<file path="config.mk">
export PLATFORM = sky130hd
export DESIGN_NAME = uart_ctrl_top
export DESIGN_NICKNAME = d
export VERILOG_FILES = /design/src/inc/uart_pkg.sv /design/src/inc/uart_core_if.sv /design/src/verilog/uart_baud_gen.sv /design/src/verilog/uart_ctrl_top.sv /design/src/verilog/uart_rx_frame.sv
export VERILOG_INCLUDE_DIRS = /design/src /design/src/inc
export SDC_FILE = /design/constraint.sdc
export NUM_CORES = 1
export LEC_CHECK = 0
export BUFFER_PORTS_ARGS = -buffer_cell sky130_fd_sc_hd__buf_2
export CORE_MARGIN = 4
export CORE_UTILIZATION = 63
export CTS_BUF_LIST = sky130_fd_sc_hd__clkbuf_16
export CTS_CLUSTER_DIAMETER = 30
export CTS_CLUSTER_SIZE = 20
export DETAILED_ROUTE_END_ITERATION = 10
export HOLD_SLACK_MARGIN = 0.05
export MAX_ROUTING_LAYER = met4
export PLACE_DENSITY = 0.81
export SYNTH_ARGS = -nofsm -noshare
export SYNTH_HDL_FRONTEND = slang
export SYNTH_SLANG_ARGS = --single-unit
</file>
<file path="constraint.sdc">
create_clock -name clk_sys_i -period 10.2 [get_ports clk_sys_i]
set_clock_uncertainty 0.2 [all_clocks]
set_input_delay 2.04 -clock clk_sys_i [delete_from_list [all_inputs] [get_ports clk_sys_i]]
set_output_delay 2.04 -clock clk_sys_i [all_outputs]
set_load 0.02 [all_outputs]
</file>
<file path="src/inc/uart_reg_map.svh">
`ifndef UART_REG_MAP_SVH
`define UART_REG_MAP_SVH

// register byte offsets on the apb bus
`define UART_OFS_TCTL 8'h00
`define UART_OFS_RCTL 8'h04
`define UART_OFS_BRLO 8'h08
`define UART_OFS_BRHI 8'h0C
`define UART_OFS_LCTL 8'h10
`define UART_OFS_TXBUF 8'h14
`define UART_OFS_RXBUF 8'h18
`define UART_OFS_STAT 8'h1C

// transmit_control fields
`define UART_TCTL_POL 6
`define UART_TCTL_SSEL_HI 5
`define UART_TCTL_SSEL_LO 4
`define UART_TCTL_RXSE 3
`define UART_TCTL_WAKE 2
`define UART_TCTL_EMPTY 0
`define UART_TCTL_RESET 8'h01

// receive_control fields
`define UART_RCTL_FE 7
`define UART_RCTL_PE 6
`define UART_RCTL_OE 5
`define UART_RCTL_BRK 4
`define UART_RCTL_EIE 3
`define UART_RCTL_WIE 2
`define UART_RCTL_WAKE 1
`define UART_RCTL_ERR 0
`define UART_RCTL_RESET 8'h00

// line_control fields
`define UART_LCTL_PARITY_ENABLE 7
`define UART_LCTL_PEVEN 6
`define UART_LCTL_STOP2 5
`define UART_LCTL_CHAR8 4
`define UART_LCTL_ADDRBIT 1
`define UART_LCTL_RESET 8'h10

// status fields
`define UART_STAT_RXIFG 0
`define UART_STAT_TXBUF_FREE 1

// baud divisor reset value
`define UART_BR_RESET 16'h0003

`endif

</file>
<file path="src/inc/uart_pkg.sv">
package uart_pkg;

  typedef enum logic [1:0] {
    RX_IDLE,
    RX_START,
    RX_BITS,
    RX_STOP
  } rx_state_t;

  typedef enum logic {
    TX_IDLE,
    TX_SHIFT
  } tx_state_t;

  typedef enum logic [3:0] {
    SEL_TCTL,
    SEL_RCTL,
    SEL_BRLO,
    SEL_BRHI,
    SEL_LCTL,
    SEL_TXBUF,
    SEL_RXBUF,
    SEL_STAT,
    SEL_NONE
  } reg_sel_t;

endpackage : uart_pkg

</file>
<file path="src/inc/uart_core_if.sv">
`timescale 1ns/1ps

interface uart_core_if;
  // clock source selection and divisor
  logic pin_clk;
  logic aux_clk;
  logic sub_clk;
  logic pol_invert;
  logic [1:0] src_sel;
  logic [15:0] divisor;
  logic src_tick;
  logic bit_tick;
  // receive line and framing setup
  logic rxd;
  logic char8;
  logic addr_bit_en;
  logic parity_en;
  logic parity_even;
  // one received character
  logic ch_valid;
  logic [7:0] ch_data;
  logic ch_addr;
  logic ch_frame_err;
  logic ch_parity_err;
  logic ch_break;

  modport baud (input pin_clk, aux_clk, sub_clk, pol_invert, src_sel, divisor, output src_tick, bit_tick);
  modport rx (input src_tick, divisor, rxd, char8, addr_bit_en, parity_en, parity_even,
              output ch_valid, ch_data, ch_addr, ch_frame_err, ch_parity_err, ch_break);
  modport ctrl (output pin_clk, aux_clk, sub_clk, pol_invert, src_sel, divisor, rxd, char8, addr_bit_en,
                parity_en, parity_even,
                input src_tick, bit_tick, ch_valid, ch_data, ch_addr, ch_frame_err, ch_parity_err, ch_break);
endinterface : uart_core_if

</file>
<file path="src/verilog/uart_baud_gen.sv">
`timescale 1ns/1ps

module uart_baud_gen (
  input wire logic clk_sys_i,
  input wire logic rst_n_i,
  uart_core_if.baud core
);
  logic src_lvl_r, src_lvl_nxt;
  logic src_tick_r, src_tick_nxt;
  logic bit_tick_r, bit_tick_nxt;
  logic [15:0] cnt_r, cnt_nxt;
  logic sel_clk;

  // pick the baud source; inputs arrive already synchronised
  always_comb begin
    sel_clk = core.sub_clk;
    if (core.src_sel == 2'h0) begin
      sel_clk = core.pin_clk ^ core.pol_invert;
    end else if (core.src_sel == 2'h1) begin
      sel_clk = core.aux_clk;
    end
    src_lvl_nxt = sel_clk;
    src_tick_nxt = sel_clk & ~src_lvl_r;
    bit_tick_nxt = 1'b0;
    cnt_nxt = cnt_r;
    // divisor below 3 gives junk timing; zero is only kept from hanging
    if (src_tick_r) begin
      if (cnt_r <= 16'h0001) begin
        cnt_nxt = core.divisor;
        bit_tick_nxt = 1'b1;
      end else begin
        cnt_nxt = cnt_r - 16'h0001;
      end
    end
  end

  always_ff @(posedge clk_sys_i or negedge rst_n_i) begin
    if (!rst_n_i) begin
      src_lvl_r <= 1'b0;
      src_tick_r <= 1'b0;
      bit_tick_r <= 1'b0;
      cnt_r <= 16'h0000;
    end else begin
      src_lvl_r <= src_lvl_nxt;
      src_tick_r <= src_tick_nxt;
      bit_tick_r <= bit_tick_nxt;
      cnt_r <= cnt_nxt;
    end
  end

  assign core.src_tick = src_tick_r;
  assign core.bit_tick = bit_tick_r;
endmodule : uart_baud_gen

</file>
<file path="src/verilog/uart_ctrl_top.sv">
// Our own choices: register access over APB and the register addresses.
`timescale 1ns/1ps
`include "uart_reg_map.svh"

module uart_ctrl_top (
  input wire logic clk_sys_i,
  input wire logic resetn_i,
  input wire logic psel_i,
  input wire logic penable_i,
  input wire logic pwrite_i,
  input wire logic [7:0] paddr_i,
  input wire logic [31:0] pwdata_i,
  input wire logic external_bitclock_pin_i,
  input wire logic aux_clock_i,
  input wire logic submain_clock_i,
  input wire logic rxd_i,
  output logic [31:0] prdata_o,
  output logic pready_o,
  output logic pslverr_o,
  output logic txd_o,
  output logic rx_start_edge_o
);
  logic [1:0] rst_sync_r;
  logic rst_n;
  logic [3:0] pin_meta_r, pin_sync_r;
  logic [3:0] pins;

  // register file state
  logic [7:0] tctl_r, tctl_nxt;
  logic [7:0] rctl_r, rctl_nxt;
  logic [7:0] lctl_r, lctl_nxt;
  logic [15:0] baud_divisor_r, baud_divisor_nxt;
  logic [7:0] rx_buffer_r, rx_buffer_nxt;
  logic rx_interrupt_flag_r, rx_interrupt_flag_nxt;
  logic [7:0] tx_buffer_r, tx_buffer_nxt;
  logic tx_buf_full_r, tx_buf_full_nxt;
  // bus answer state
  logic pready_r, pready_nxt;
  logic pslverr_r, pslverr_nxt;
  logic [31:0] prdata_r, prdata_nxt;
  // transmit shifter state
  uart_pkg::tx_state_t tx_st_r, tx_st_nxt;
  logic [12:0] tx_frame_r, tx_frame_nxt;
  logic [3:0] tx_left_r, tx_left_nxt;
  logic txd_r, txd_nxt;
  // start-edge detect state
  logic rxd_prev_r, rx_edge_r, rx_edge_nxt;

  logic wr_commit, rd_commit;
  uart_pkg::reg_sel_t sel;
  logic ch_err, ch_take;
  logic [12:0] frame;
  logic [3:0] flen, pos;
  logic [7:0] tdata;

  uart_core_if core ();

  // the shared address decode used by both the read mux and the write path
  function automatic uart_pkg::reg_sel_t decode_reg(input logic [7:0] a);
    uart_pkg::reg_sel_t s;
    s = uart_pkg::SEL_NONE;
    if (a == `UART_OFS_TCTL) begin
      s = uart_pkg::SEL_TCTL;
    end else if (a == `UART_OFS_RCTL) begin
      s = uart_pkg::SEL_RCTL;
    end else if (a == `UART_OFS_BRLO) begin
      s = uart_pkg::SEL_BRLO;
    end else if (a == `UART_OFS_BRHI) begin
      s = uart_pkg::SEL_BRHI;
    end else if (a == `UART_OFS_LCTL) begin
      s = uart_pkg::SEL_LCTL;
    end else if (a == `UART_OFS_TXBUF) begin
      s = uart_pkg::SEL_TXBUF;
    end else if (a == `UART_OFS_RXBUF) begin
      s = uart_pkg::SEL_RXBUF;
    end else if (a == `UART_OFS_STAT) begin
      s = uart_pkg::SEL_STAT;
    end
    return s;
  endfunction : decode_reg

  // reset release through two flops
  always_ff @(posedge clk_sys_i or negedge resetn_i) begin
    if (!resetn_i) begin
      rst_sync_r <= 2'h0;
    end else begin
      rst_sync_r <= {rst_sync_r[0], 1'b1};
    end
  end
  assign rst_n = rst_sync_r[1];

  // two-flop synchronisers for the pins and foreign clocks
  assign pins = {rxd_i, submain_clock_i, aux_clock_i, external_bitclock_pin_i};
  genvar gi;
  generate
    for (gi = 0; gi < 4; gi = gi + 1) begin : g_sync
      always_ff @(posedge clk_sys_i or negedge rst_n) begin
        if (!rst_n) begin
          pin_meta_r[gi] <= 1'b1;
          pin_sync_r[gi] <= 1'b1;
        end else begin
          pin_meta_r[gi] <= pins[gi];
          pin_sync_r[gi] <= pin_meta_r[gi];
        end
      end
    end
  endgenerate

  // configuration handed to the baud generator and receiver
  assign core.pin_clk = pin_sync_r[0];
  assign core.aux_clk = pin_sync_r[1];
  assign core.sub_clk = pin_sync_r[2];
  assign core.rxd = pin_sync_r[3];
  assign core.pol_invert = tctl_r[`UART_TCTL_POL];
  assign core.src_sel = tctl_r[`UART_TCTL_SSEL_HI:`UART_TCTL_SSEL_LO];
  assign core.divisor = baud_divisor_r;
  assign core.char8 = lctl_r[`UART_LCTL_CHAR8];
  assign core.addr_bit_en = lctl_r[`UART_LCTL_ADDRBIT];
  assign core.parity_en = lctl_r[`UART_LCTL_PARITY_ENABLE];
  assign core.parity_even = lctl_r[`UART_LCTL_PEVEN];

  uart_baud_gen u_baud (
    .clk_sys_i(clk_sys_i),
    .rst_n_i(rst_n),
    .core(core.baud)
  );

  uart_rx_frame u_rx (
    .clk_sys_i(clk_sys_i),
    .rst_n_i(rst_n),
    .core(core.rx)
  );

  // build the outgoing frame, lsb first: start, data, address bit, parity, stop
  always_comb begin
    tdata = lctl_r[`UART_LCTL_CHAR8] ? tx_buffer_r : {1'b0, tx_buffer_r[6:0]};
    frame = 13'h1FFF;
    frame[0] = 1'b0;
    for (int i = 0; i < 8; i++) begin
      if (i < (lctl_r[`UART_LCTL_CHAR8] ? 8 : 7)) begin
        frame[i + 1] = tdata[i];
      end
    end
    pos = lctl_r[`UART_LCTL_CHAR8] ? 4'h9 : 4'h8;
    if (lctl_r[`UART_LCTL_ADDRBIT]) begin
      frame[pos] = tctl_r[`UART_TCTL_WAKE];
      pos = pos + 4'h1;
    end
    if (lctl_r[`UART_LCTL_PARITY_ENABLE]) begin
      // parity select only matters here, with parity on
      frame[pos] = (^tdata) ^ (lctl_r[`UART_LCTL_ADDRBIT] & tctl_r[`UART_TCTL_WAKE])
                   ^ ~lctl_r[`UART_LCTL_PEVEN];
      pos = pos + 4'h1;
    end
    flen = pos + 4'h1 + {3'h0, lctl_r[`UART_LCTL_STOP2]};
  end

  // apb: one wait state, so prdata and pready come from flops
  always_comb begin
    sel = decode_reg(paddr_i);
    wr_commit = psel_i & penable_i & pready_r & pwrite_i;
    rd_commit = psel_i & penable_i & pready_r & ~pwrite_i;
    pready_nxt = psel_i & penable_i & ~pready_r;
    pslverr_nxt = pready_nxt & (sel == uart_pkg::SEL_NONE);
    prdata_nxt = 32'h0000_0000;
    if (pready_nxt & ~pwrite_i) begin
      if (sel == uart_pkg::SEL_TCTL) begin
        prdata_nxt[7:0] = {1'b0, tctl_r[6:2], 1'b0, ~tx_buf_full_r & (tx_st_r == uart_pkg::TX_IDLE)};
      end else if (sel == uart_pkg::SEL_RCTL) begin
        prdata_nxt[7:0] = rctl_r;
        prdata_nxt[`UART_RCTL_PE] = rctl_r[`UART_RCTL_PE] & lctl_r[`UART_LCTL_PARITY_ENABLE];
      end else if (sel == uart_pkg::SEL_BRLO) begin
        prdata_nxt[7:0] = baud_divisor_r[7:0];
      end else if (sel == uart_pkg::SEL_BRHI) begin
        prdata_nxt[7:0] = baud_divisor_r[15:8];
      end else if (sel == uart_pkg::SEL_LCTL) begin
        prdata_nxt[7:0] = lctl_r;
      end else if (sel == uart_pkg::SEL_TXBUF) begin
        prdata_nxt[7:0] = tx_buffer_r;
      end else if (sel == uart_pkg::SEL_RXBUF) begin
        prdata_nxt[7:0] = rx_buffer_r;
      end else if (sel == uart_pkg::SEL_STAT) begin
        prdata_nxt[`UART_STAT_RXIFG] = rx_interrupt_flag_r;
        prdata_nxt[`UART_STAT_TXBUF_FREE] = ~tx_buf_full_r;
      end
    end
  end

  // registers, receive flags and the transmitter
  always_comb begin
    tctl_nxt = tctl_r;
    rctl_nxt = rctl_r;
    lctl_nxt = lctl_r;
    baud_divisor_nxt = baud_divisor_r;
    rx_buffer_nxt = rx_buffer_r;
    rx_interrupt_flag_nxt = rx_interrupt_flag_r;
    tx_buffer_nxt = tx_buffer_r;
    tx_buf_full_nxt = tx_buf_full_r;
    tx_st_nxt = tx_st_r;
    tx_frame_nxt = tx_frame_r;
    tx_left_nxt = tx_left_r;
    txd_nxt = txd_r;
    rx_edge_nxt = tctl_r[`UART_TCTL_RXSE] & rxd_prev_r & ~core.rxd;
    // software side first, so hardware sets below win over a clear
    if (wr_commit) begin
      if (sel == uart_pkg::SEL_TCTL) begin
        tctl_nxt[6:2] = pwdata_i[6:2]; // empty flag not writable
      end else if (sel == uart_pkg::SEL_RCTL) begin
        rctl_nxt[`UART_RCTL_EIE] = pwdata_i[`UART_RCTL_EIE];
        rctl_nxt[`UART_RCTL_WIE] = pwdata_i[`UART_RCTL_WIE];
      end else if (sel == uart_pkg::SEL_BRLO) begin
        baud_divisor_nxt[7:0] = pwdata_i[7:0];
      end else if (sel == uart_pkg::SEL_BRHI) begin
        baud_divisor_nxt[15:8] = pwdata_i[7:0];
      end else if (sel == uart_pkg::SEL_LCTL) begin
        lctl_nxt = {pwdata_i[7:4], 2'h0, pwdata_i[1], 1'b0};
      end else if (sel == uart_pkg::SEL_TXBUF) begin
        tx_buffer_nxt = pwdata_i[7:0];
        tx_buf_full_nxt = 1'b1;
      end
    end
    if (rd_commit & (sel == uart_pkg::SEL_RXBUF)) begin
      rctl_nxt = rctl_r & 8'h0C;
      rx_interrupt_flag_nxt = 1'b0;
    end
    // a character from the receiver
    ch_err = core.ch_frame_err | (core.ch_parity_err & lctl_r[`UART_LCTL_PARITY_ENABLE]) | core.ch_break;
    ch_take = (~ch_err | rctl_r[`UART_RCTL_EIE])
              & (~rctl_r[`UART_RCTL_WIE] | core.ch_addr);
    if (core.ch_valid) begin
      if (core.ch_frame_err) begin
        rctl_nxt[`UART_RCTL_FE] = 1'b1;
      end
      if (core.ch_parity_err & lctl_r[`UART_LCTL_PARITY_ENABLE]) begin
        rctl_nxt[`UART_RCTL_PE] = 1'b1;
      end
      if (core.ch_break) begin
        rctl_nxt[`UART_RCTL_BRK] = 1'b1;
      end
      if (ch_take) begin
        rx_buffer_nxt = core.ch_data;
        rx_interrupt_flag_nxt = 1'b1;
        rctl_nxt[`UART_RCTL_WAKE] = core.ch_addr;
        // unread previous character still pending, and not being read now
        if (rx_interrupt_flag_r & ~(rd_commit & (sel == uart_pkg::SEL_RXBUF))) begin
          rctl_nxt[`UART_RCTL_OE] = 1'b1;
        end
      end
    end
    rctl_nxt[`UART_RCTL_ERR] = |rctl_nxt[7:4];
    // transmitter: load from buffer when idle, shift one bit per bit tick
    case (tx_st_r)
      uart_pkg::TX_IDLE: begin
        txd_nxt = 1'b1;
        if (tx_buf_full_r) begin
          tx_frame_nxt = frame;
          tx_left_nxt = flen;
          tx_buf_full_nxt = wr_commit & (sel == uart_pkg::SEL_TXBUF);
          tctl_nxt[`UART_TCTL_WAKE] = 1'b0; // wake applies to one frame only
          tx_st_nxt = uart_pkg::TX_SHIFT;
        end
      end
      default: begin
        if (core.bit_tick) begin
          if (tx_left_r == 4'h0) begin
            txd_nxt = 1'b1;
            tx_st_nxt = uart_pkg::TX_IDLE;
          end else begin
            txd_nxt = tx_frame_r[0];
            tx_frame_nxt = {1'b1, tx_frame_r[12:1]};
            tx_left_nxt = tx_left_r - 4'h1;
          end
        end
      end
    endcase
  end

  always_ff @(posedge clk_sys_i or negedge rst_n) begin
    if (!rst_n) begin
      tctl_r <= `UART_TCTL_RESET;
      rctl_r <= `UART_RCTL_RESET;
      lctl_r <= `UART_LCTL_RESET;
      baud_divisor_r <= `UART_BR_RESET;
      rx_buffer_r <= 8'h00;
      rx_interrupt_flag_r <= 1'b0;
      tx_buffer_r <= 8'h00;
      tx_buf_full_r <= 1'b0;
      pready_r <= 1'b0;
      pslverr_r <= 1'b0;
      prdata_r <= 32'h0000_0000;
      tx_st_r <= uart_pkg::TX_IDLE;
      tx_frame_r <= 13'h1FFF;
      tx_left_r <= 4'h0;
      txd_r <= 1'b1;
      rxd_prev_r <= 1'b1;
      rx_edge_r <= 1'b0;
    end else begin
      tctl_r <= tctl_nxt;
      rctl_r <= rctl_nxt;
      lctl_r <= lctl_nxt;
      baud_divisor_r <= baud_divisor_nxt;
      rx_buffer_r <= rx_buffer_nxt;
      rx_interrupt_flag_r <= rx_interrupt_flag_nxt;
      tx_buffer_r <= tx_buffer_nxt;
      tx_buf_full_r <= tx_buf_full_nxt;
      pready_r <= pready_nxt;
      pslverr_r <= pslverr_nxt;
      prdata_r <= prdata_nxt;
      tx_st_r <= tx_st_nxt;
      tx_frame_r <= tx_frame_nxt;
      tx_left_r <= tx_left_nxt;
      txd_r <= txd_nxt;
      rxd_prev_r <= core.rxd;
      rx_edge_r <= rx_edge_nxt;
    end
  end

  assign prdata_o = prdata_r;
  assign pready_o = pready_r;
  assign pslverr_o = pslverr_r;
  assign txd_o = txd_r;
  assign rx_start_edge_o = rx_edge_r;
endmodule : uart_ctrl_top

</file>
<file path="src/verilog/uart_rx_frame.sv">
`timescale 1ns/1ps

module uart_rx_frame (
  input wire logic clk_sys_i,
  input wire logic rst_n_i,
  uart_core_if.rx core
);
  uart_pkg::rx_state_t st_r, st_nxt;
  logic [15:0] cnt_r, cnt_nxt;
  logic [3:0] idx_r, idx_nxt;
  logic [9:0] bits_r, bits_nxt;
  logic valid_r, valid_nxt;
  logic fe_r, fe_nxt;
  logic pe_r, pe_nxt;
  logic brk_r, brk_nxt;
  logic [3:0] nd, nbits;
  logic [7:0] data;
  logic addr, par, exp_par;

  always_comb begin
    nd = core.char8 ? 4'h8 : 4'h7;
    nbits = nd + {3'h0, core.addr_bit_en} + {3'h0, core.parity_en};
    data = core.char8 ? bits_r[7:0] : {1'b0, bits_r[6:0]};
    addr = core.addr_bit_en & bits_r[nd];
    par = bits_r[nd + {3'h0, core.addr_bit_en}];
    // even setting: total of ones including parity is even
    exp_par = (^data) ^ addr ^ ~core.parity_even;
  end

  // sample in mid bit, one divisor of source ticks per bit
  always_comb begin
    st_nxt = st_r;
    cnt_nxt = cnt_r;
    idx_nxt = idx_r;
    bits_nxt = bits_r;
    valid_nxt = 1'b0;
    fe_nxt = fe_r;
    pe_nxt = pe_r;
    brk_nxt = brk_r;
    case (st_r)
      uart_pkg::RX_IDLE: begin
        if (!core.rxd) begin
          st_nxt = uart_pkg::RX_START;
          cnt_nxt = {1'b0, core.divisor[15:1]};
        end
      end
      uart_pkg::RX_START: begin
        if (core.src_tick) begin
          if (cnt_r != 16'h0000) begin
            cnt_nxt = cnt_r - 16'h0001;
          end else if (core.rxd) begin
            st_nxt = uart_pkg::RX_IDLE; // glitch, not a start bit
          end else begin
            st_nxt = uart_pkg::RX_BITS;
            cnt_nxt = core.divisor - 16'h0001;
            idx_nxt = 4'h0;
            bits_nxt = 10'h000;
          end
        end
      end
      uart_pkg::RX_BITS: begin
        if (core.src_tick) begin
          if (cnt_r != 16'h0000) begin
            cnt_nxt = cnt_r - 16'h0001;
          end else begin
            bits_nxt[idx_r] = core.rxd;
            idx_nxt = idx_r + 4'h1;
            cnt_nxt = core.divisor - 16'h0001;
            if (idx_r + 4'h1 == nbits) begin
              st_nxt = uart_pkg::RX_STOP;
            end
          end
        end
      end
      default: begin
        if (core.src_tick) begin
          if (cnt_r != 16'h0000) begin
            cnt_nxt = cnt_r - 16'h0001;
          end else begin
            st_nxt = uart_pkg::RX_IDLE;
            valid_nxt = 1'b1;
            fe_nxt = ~core.rxd;
            pe_nxt = core.parity_en & (par != exp_par);
            brk_nxt = ~core.rxd & (bits_r == 10'h000);
          end
        end
      end
    endcase
  end

  always_ff @(posedge clk_sys_i or negedge rst_n_i) begin
    if (!rst_n_i) begin
      st_r <= uart_pkg::RX_IDLE;
      cnt_r <= 16'h0000;
      idx_r <= 4'h0;
      bits_r <= 10'h000;
      valid_r <= 1'b0;
      fe_r <= 1'b0;
      pe_r <= 1'b0;
      brk_r <= 1'b0;
    end else begin
      st_r <= st_nxt;
      cnt_r <= cnt_nxt;
      idx_r <= idx_nxt;
      bits_r <= bits_nxt;
      valid_r <= valid_nxt;
      fe_r <= fe_nxt;
      pe_r <= pe_nxt;
      brk_r <= brk_nxt;
    end
  end

  assign core.ch_valid = valid_r;
  assign core.ch_data = data;
  assign core.ch_addr = addr;
  assign core.ch_frame_err = fe_r;
  assign core.ch_parity_err = pe_r;
  assign core.ch_break = brk_r;
endmodule : uart_rx_frame
</file>
==> results_dict.tcl <==
set metrics [dict create \
    status "finished clean" \
    final_nets 1014 \
    die_x_um 125 \
    grt_pass1_wl_um 34900 \
    syn_inst 932 \
    rsz0062_at_grt "false" \
    critical_path_peak_fanout 8 \
    antenna_cells 0 \
    drc 0 \
    min-delay-start "rst_sync_r[0]" \
    worst_slack_ps 5650 \
    grt_usage 0.286 \
    gp_congestion 0.950 \
    grt_start_max_net_pins 87 \
    internal_power_mw 1.10 \
    synth_compound_area_frac 0.171 \
    synth_area_leaders "dfrtp_1 (36%), dfstp_2 (7.7%), mux2_2 (5.3%)" \
    syn_area_per_cell_um2 9.19 \
    synth_top_family_by_area "simple AND/OR/NAND/NOR gates" \
    vdd_drop_max_uv 105 \
    ys_ff_latch 147 \
    antenna_found_initial 0 \
    arrival_ps 4680 \
    ctsRootBufferMaster "clkbuf_16" \
    worst_pin_slew_ps 1200 \
    clkTransAtPathRegs_ps 70 \
    p_leak_nw 3.98 \
    cts_setup_buffers 0 \
    reg2reg_from "u_rx.cnt_r[0]" \
    pre_cts_ws_ps 5290 \
    worstPathRequired_ps 10330 \
    vias 7137 \
    end_kind "flip-flop" \
    p_per_area_nw_per_um2 159 \
    core_area_um2 13300 \
    swShare 0.259 \
    dieArea_um2 15500 \
    cts_tree "done" \
    max_freq_ghz 0.220 \
    drt_wl_total_um 21300 \
    critPathLaunch "paddr_i[7]" \
    synth_xor_area_frac 0.0421 \
    yosys_most_used_dff "dfrtp_1" \
    dp_hpwl_um 14500 \
    syn2layout_area_growth_pct 9.24 \
    synthArstFlopShare 1.00 \
    drt_pre_antenna_iters 7 \
    maxCapViolCount 0 \
    setup_viol 0 \
    clk_latency_ps 440 \
    numPortBuffers 36 \
    avgRoutedWirePerCell_um 18.8 \
    clockBufferDepth 2 \
    pwr-share-seq 0.444 \
    fillCellCount 1011 \
    hold_violations 0 \
    cts_max_level 4 \
    die_y_um 125 \
    start_util 0.644 \
    ys_warn_count 0 \
    post-synth-top-area-cell "dfrtp_1" \
    synth_cell_types 72 \
    clock_sinks 147 \
    num_rows 42 \
    finalMaxSlewViolations 0 \
    seq_area_frac_synth 0.433 \
    antenna_left 0 \
    synthAdderAreaFrac 0.0365 \
    synth_edf_count 0 \
    synthSimpleGateAreaFrac 0.175 \
    hold_buffers 0 \
    synth_top_cell_area_share 0.357 \
    drtIter0Drc 687 \
    cp-start-kind "input pin" \
    crit_type "in2reg" \
    post-route-min-period_ps 4550 \
    grt_pass1_vias 6780 \
    final_layout_size_suffix_gt1_frac 0.157 \
    min-delay-path-class "reg2reg" \
    combPwrFrac 0.094 \
    cts_made_buffers 17 \
    setup_tns_ps 0 \
    period_share 0.446 \
    netlist_area_um2 8560 \
    viasPerCell 6.32 \
    post_cts_resized 0 \
    clkPwrFrac 0.462 \
    synthMuxAreaShare 0.0775 \
    max_slew_margin 0.191 \
    p_sw_uw 386 \
    pin_count 85 \
    grt-ovfl-total 0 \
]
[worst paths after layout]
kind	slack, ps	depth (start not counted)	to
max	5650	6	lctl_r[7]
min	150	0	rst_sync_r[1]
max reg2reg	6700	7	u_rx.cnt_r[13]
min reg2reg	150	0	rst_sync_r[1]
max in group asynchronous	8010	2	u_rx.cnt_r[12]
min in group asynchronous	400	1	u_rx.cnt_r[0]
[layout by cell type, fill, tap and decap left out, drive strengths merged, types with 19 or more instances in the layout]
| cell | netlist | layout |
|---|---|---|
| nand2 | 99 | 99 |
| dfstp | 25 | 25 |
| dfrtp | 122 | 122 |
| o21ai | 79 | 79 |
| mux2i | 19 | 19 |
| buf | 34 | 41 |
| a21oi | 59 | 59 |
| conb | 2 | 25 |
| mux2 | 40 | 40 |
| nand3 | 30 | 30 |
| nor2 | 76 | 76 |
| nor3 | 24 | 24 |
| ha | 25 | 25 |
| xnor2 | 24 | 24 |
| inv | 43 | 45 |
[state kept, by name, summed over array words and instances, names as in the netlist, 2 cells and up]
name,cells
baud_divisor_r,16
u_baud.cnt_r,16
u_rx.cnt_r,16
tx_frame_r,12
u_rx.bits_r,10
prdata_o,8
rctl_r,8
rx_buffer_r,8
tx_buffer_r,8
lctl_r,5
tctl_r,5
pin_meta_r,4
tx_left_r,4
u_rx.idx_r,4
rst_sync_r,2
u_rx.st_r,2
[critical path, cell delays in order]
cell     delay, ps
buf_2          100
nor3_1         360
and2_0         440
nand2_1        290
nor4_1        1030
mux2_2         420
[logic make-up (layout without fill, tap and decap cells)]
group / Yosys count / after routing
xor gates and xnor gates: 38 / 38
buffers and inverters: 118 / 116
other: 2 / 25
muxes: 60 / 60
DFF: 147 / 147
and+or+nand+nor: 307 / 307
adders and majority gates: 25 / 25
AOI/OAI and AO/OA: 235 / 235
[metrics by stage]
| stage | std cells | instance area [um2] | util | total power, mW | hold slack, ps |
|---|---|---|---|---|---|
| final | 1129 | 9350 | 0.703 | 1.49 | 155 |
| after global routing | 1129 | 9350 | 0.703 | 1.54 | 156 |
| after CTS | 1129 | 9350 | 0.703 | 1.49 | 156 |
| after detailed placement | 1097 | 8710 | 0.655 | 0.806 | 147 |
| after global placement | 1097 | 8710 | 0.655 | 0.801 | 141 |
| after floorplan | 955 | 8650 | - | 0.775 | 131 |
[per-layer routing]
metal,vias to the layer above,GRT usage,part of all wire
met5,-,-,0
met4,0,0.0967,0.020
met3,37,0.0566,0.067
met2,309,0.440,0.48
met1,3486,0.383,0.43
li1,3305,-,-
[cell type report]
| type | count | area [um2] | area share |
|---|---|---|---|
| Multi-Input combinational cell | 690 | 4400 | 0.470 |
| Sequential cell | 147 | 3710 | 0.397 |
| Clock buffer | 17 | 425 | 0.0455 |
| Tap cell | 176 | 220 | 0.0235 |
| Timing Repair Buffer | 41 | 218 | 0.0233 |
| Clock inverter | 15 | 214 | 0.0229 |
| Inverter | 43 | 161 | 0.0173 |
[power by group through the flow]
stage | Sequential, mW | Combinational (mW) | Clock [mW]
6_report | 0.660 | 0.140 | 0.687
5_1_grt | 0.665 | 0.160 | 0.714
4_1_cts | 0.658 | 0.139 | 0.689
3_5_place_dp | 0.667 | 0.139 | 0
3_3_place_gp | 0.666 | 0.135 | 0
2_1_floorplan | 0.660 | 0.116 | 0
[cell usage after synthesis, types with 13 or more instances]
library cell  number
clkbuf_1          41
dfstp_2           25
mux2_2            40
buf_4             24
a21oi_1           58
nand3_1           30
ha_1              25
nor3_1            23
o22ai_1           13
nor2_1            76
mux2i_1           19
dfrtp_1          122
o21ai_0           78
inv_1             43
nand2_1           99
xnor2_1           24
No activity file was read; power rests on OpenSTA's default activity.
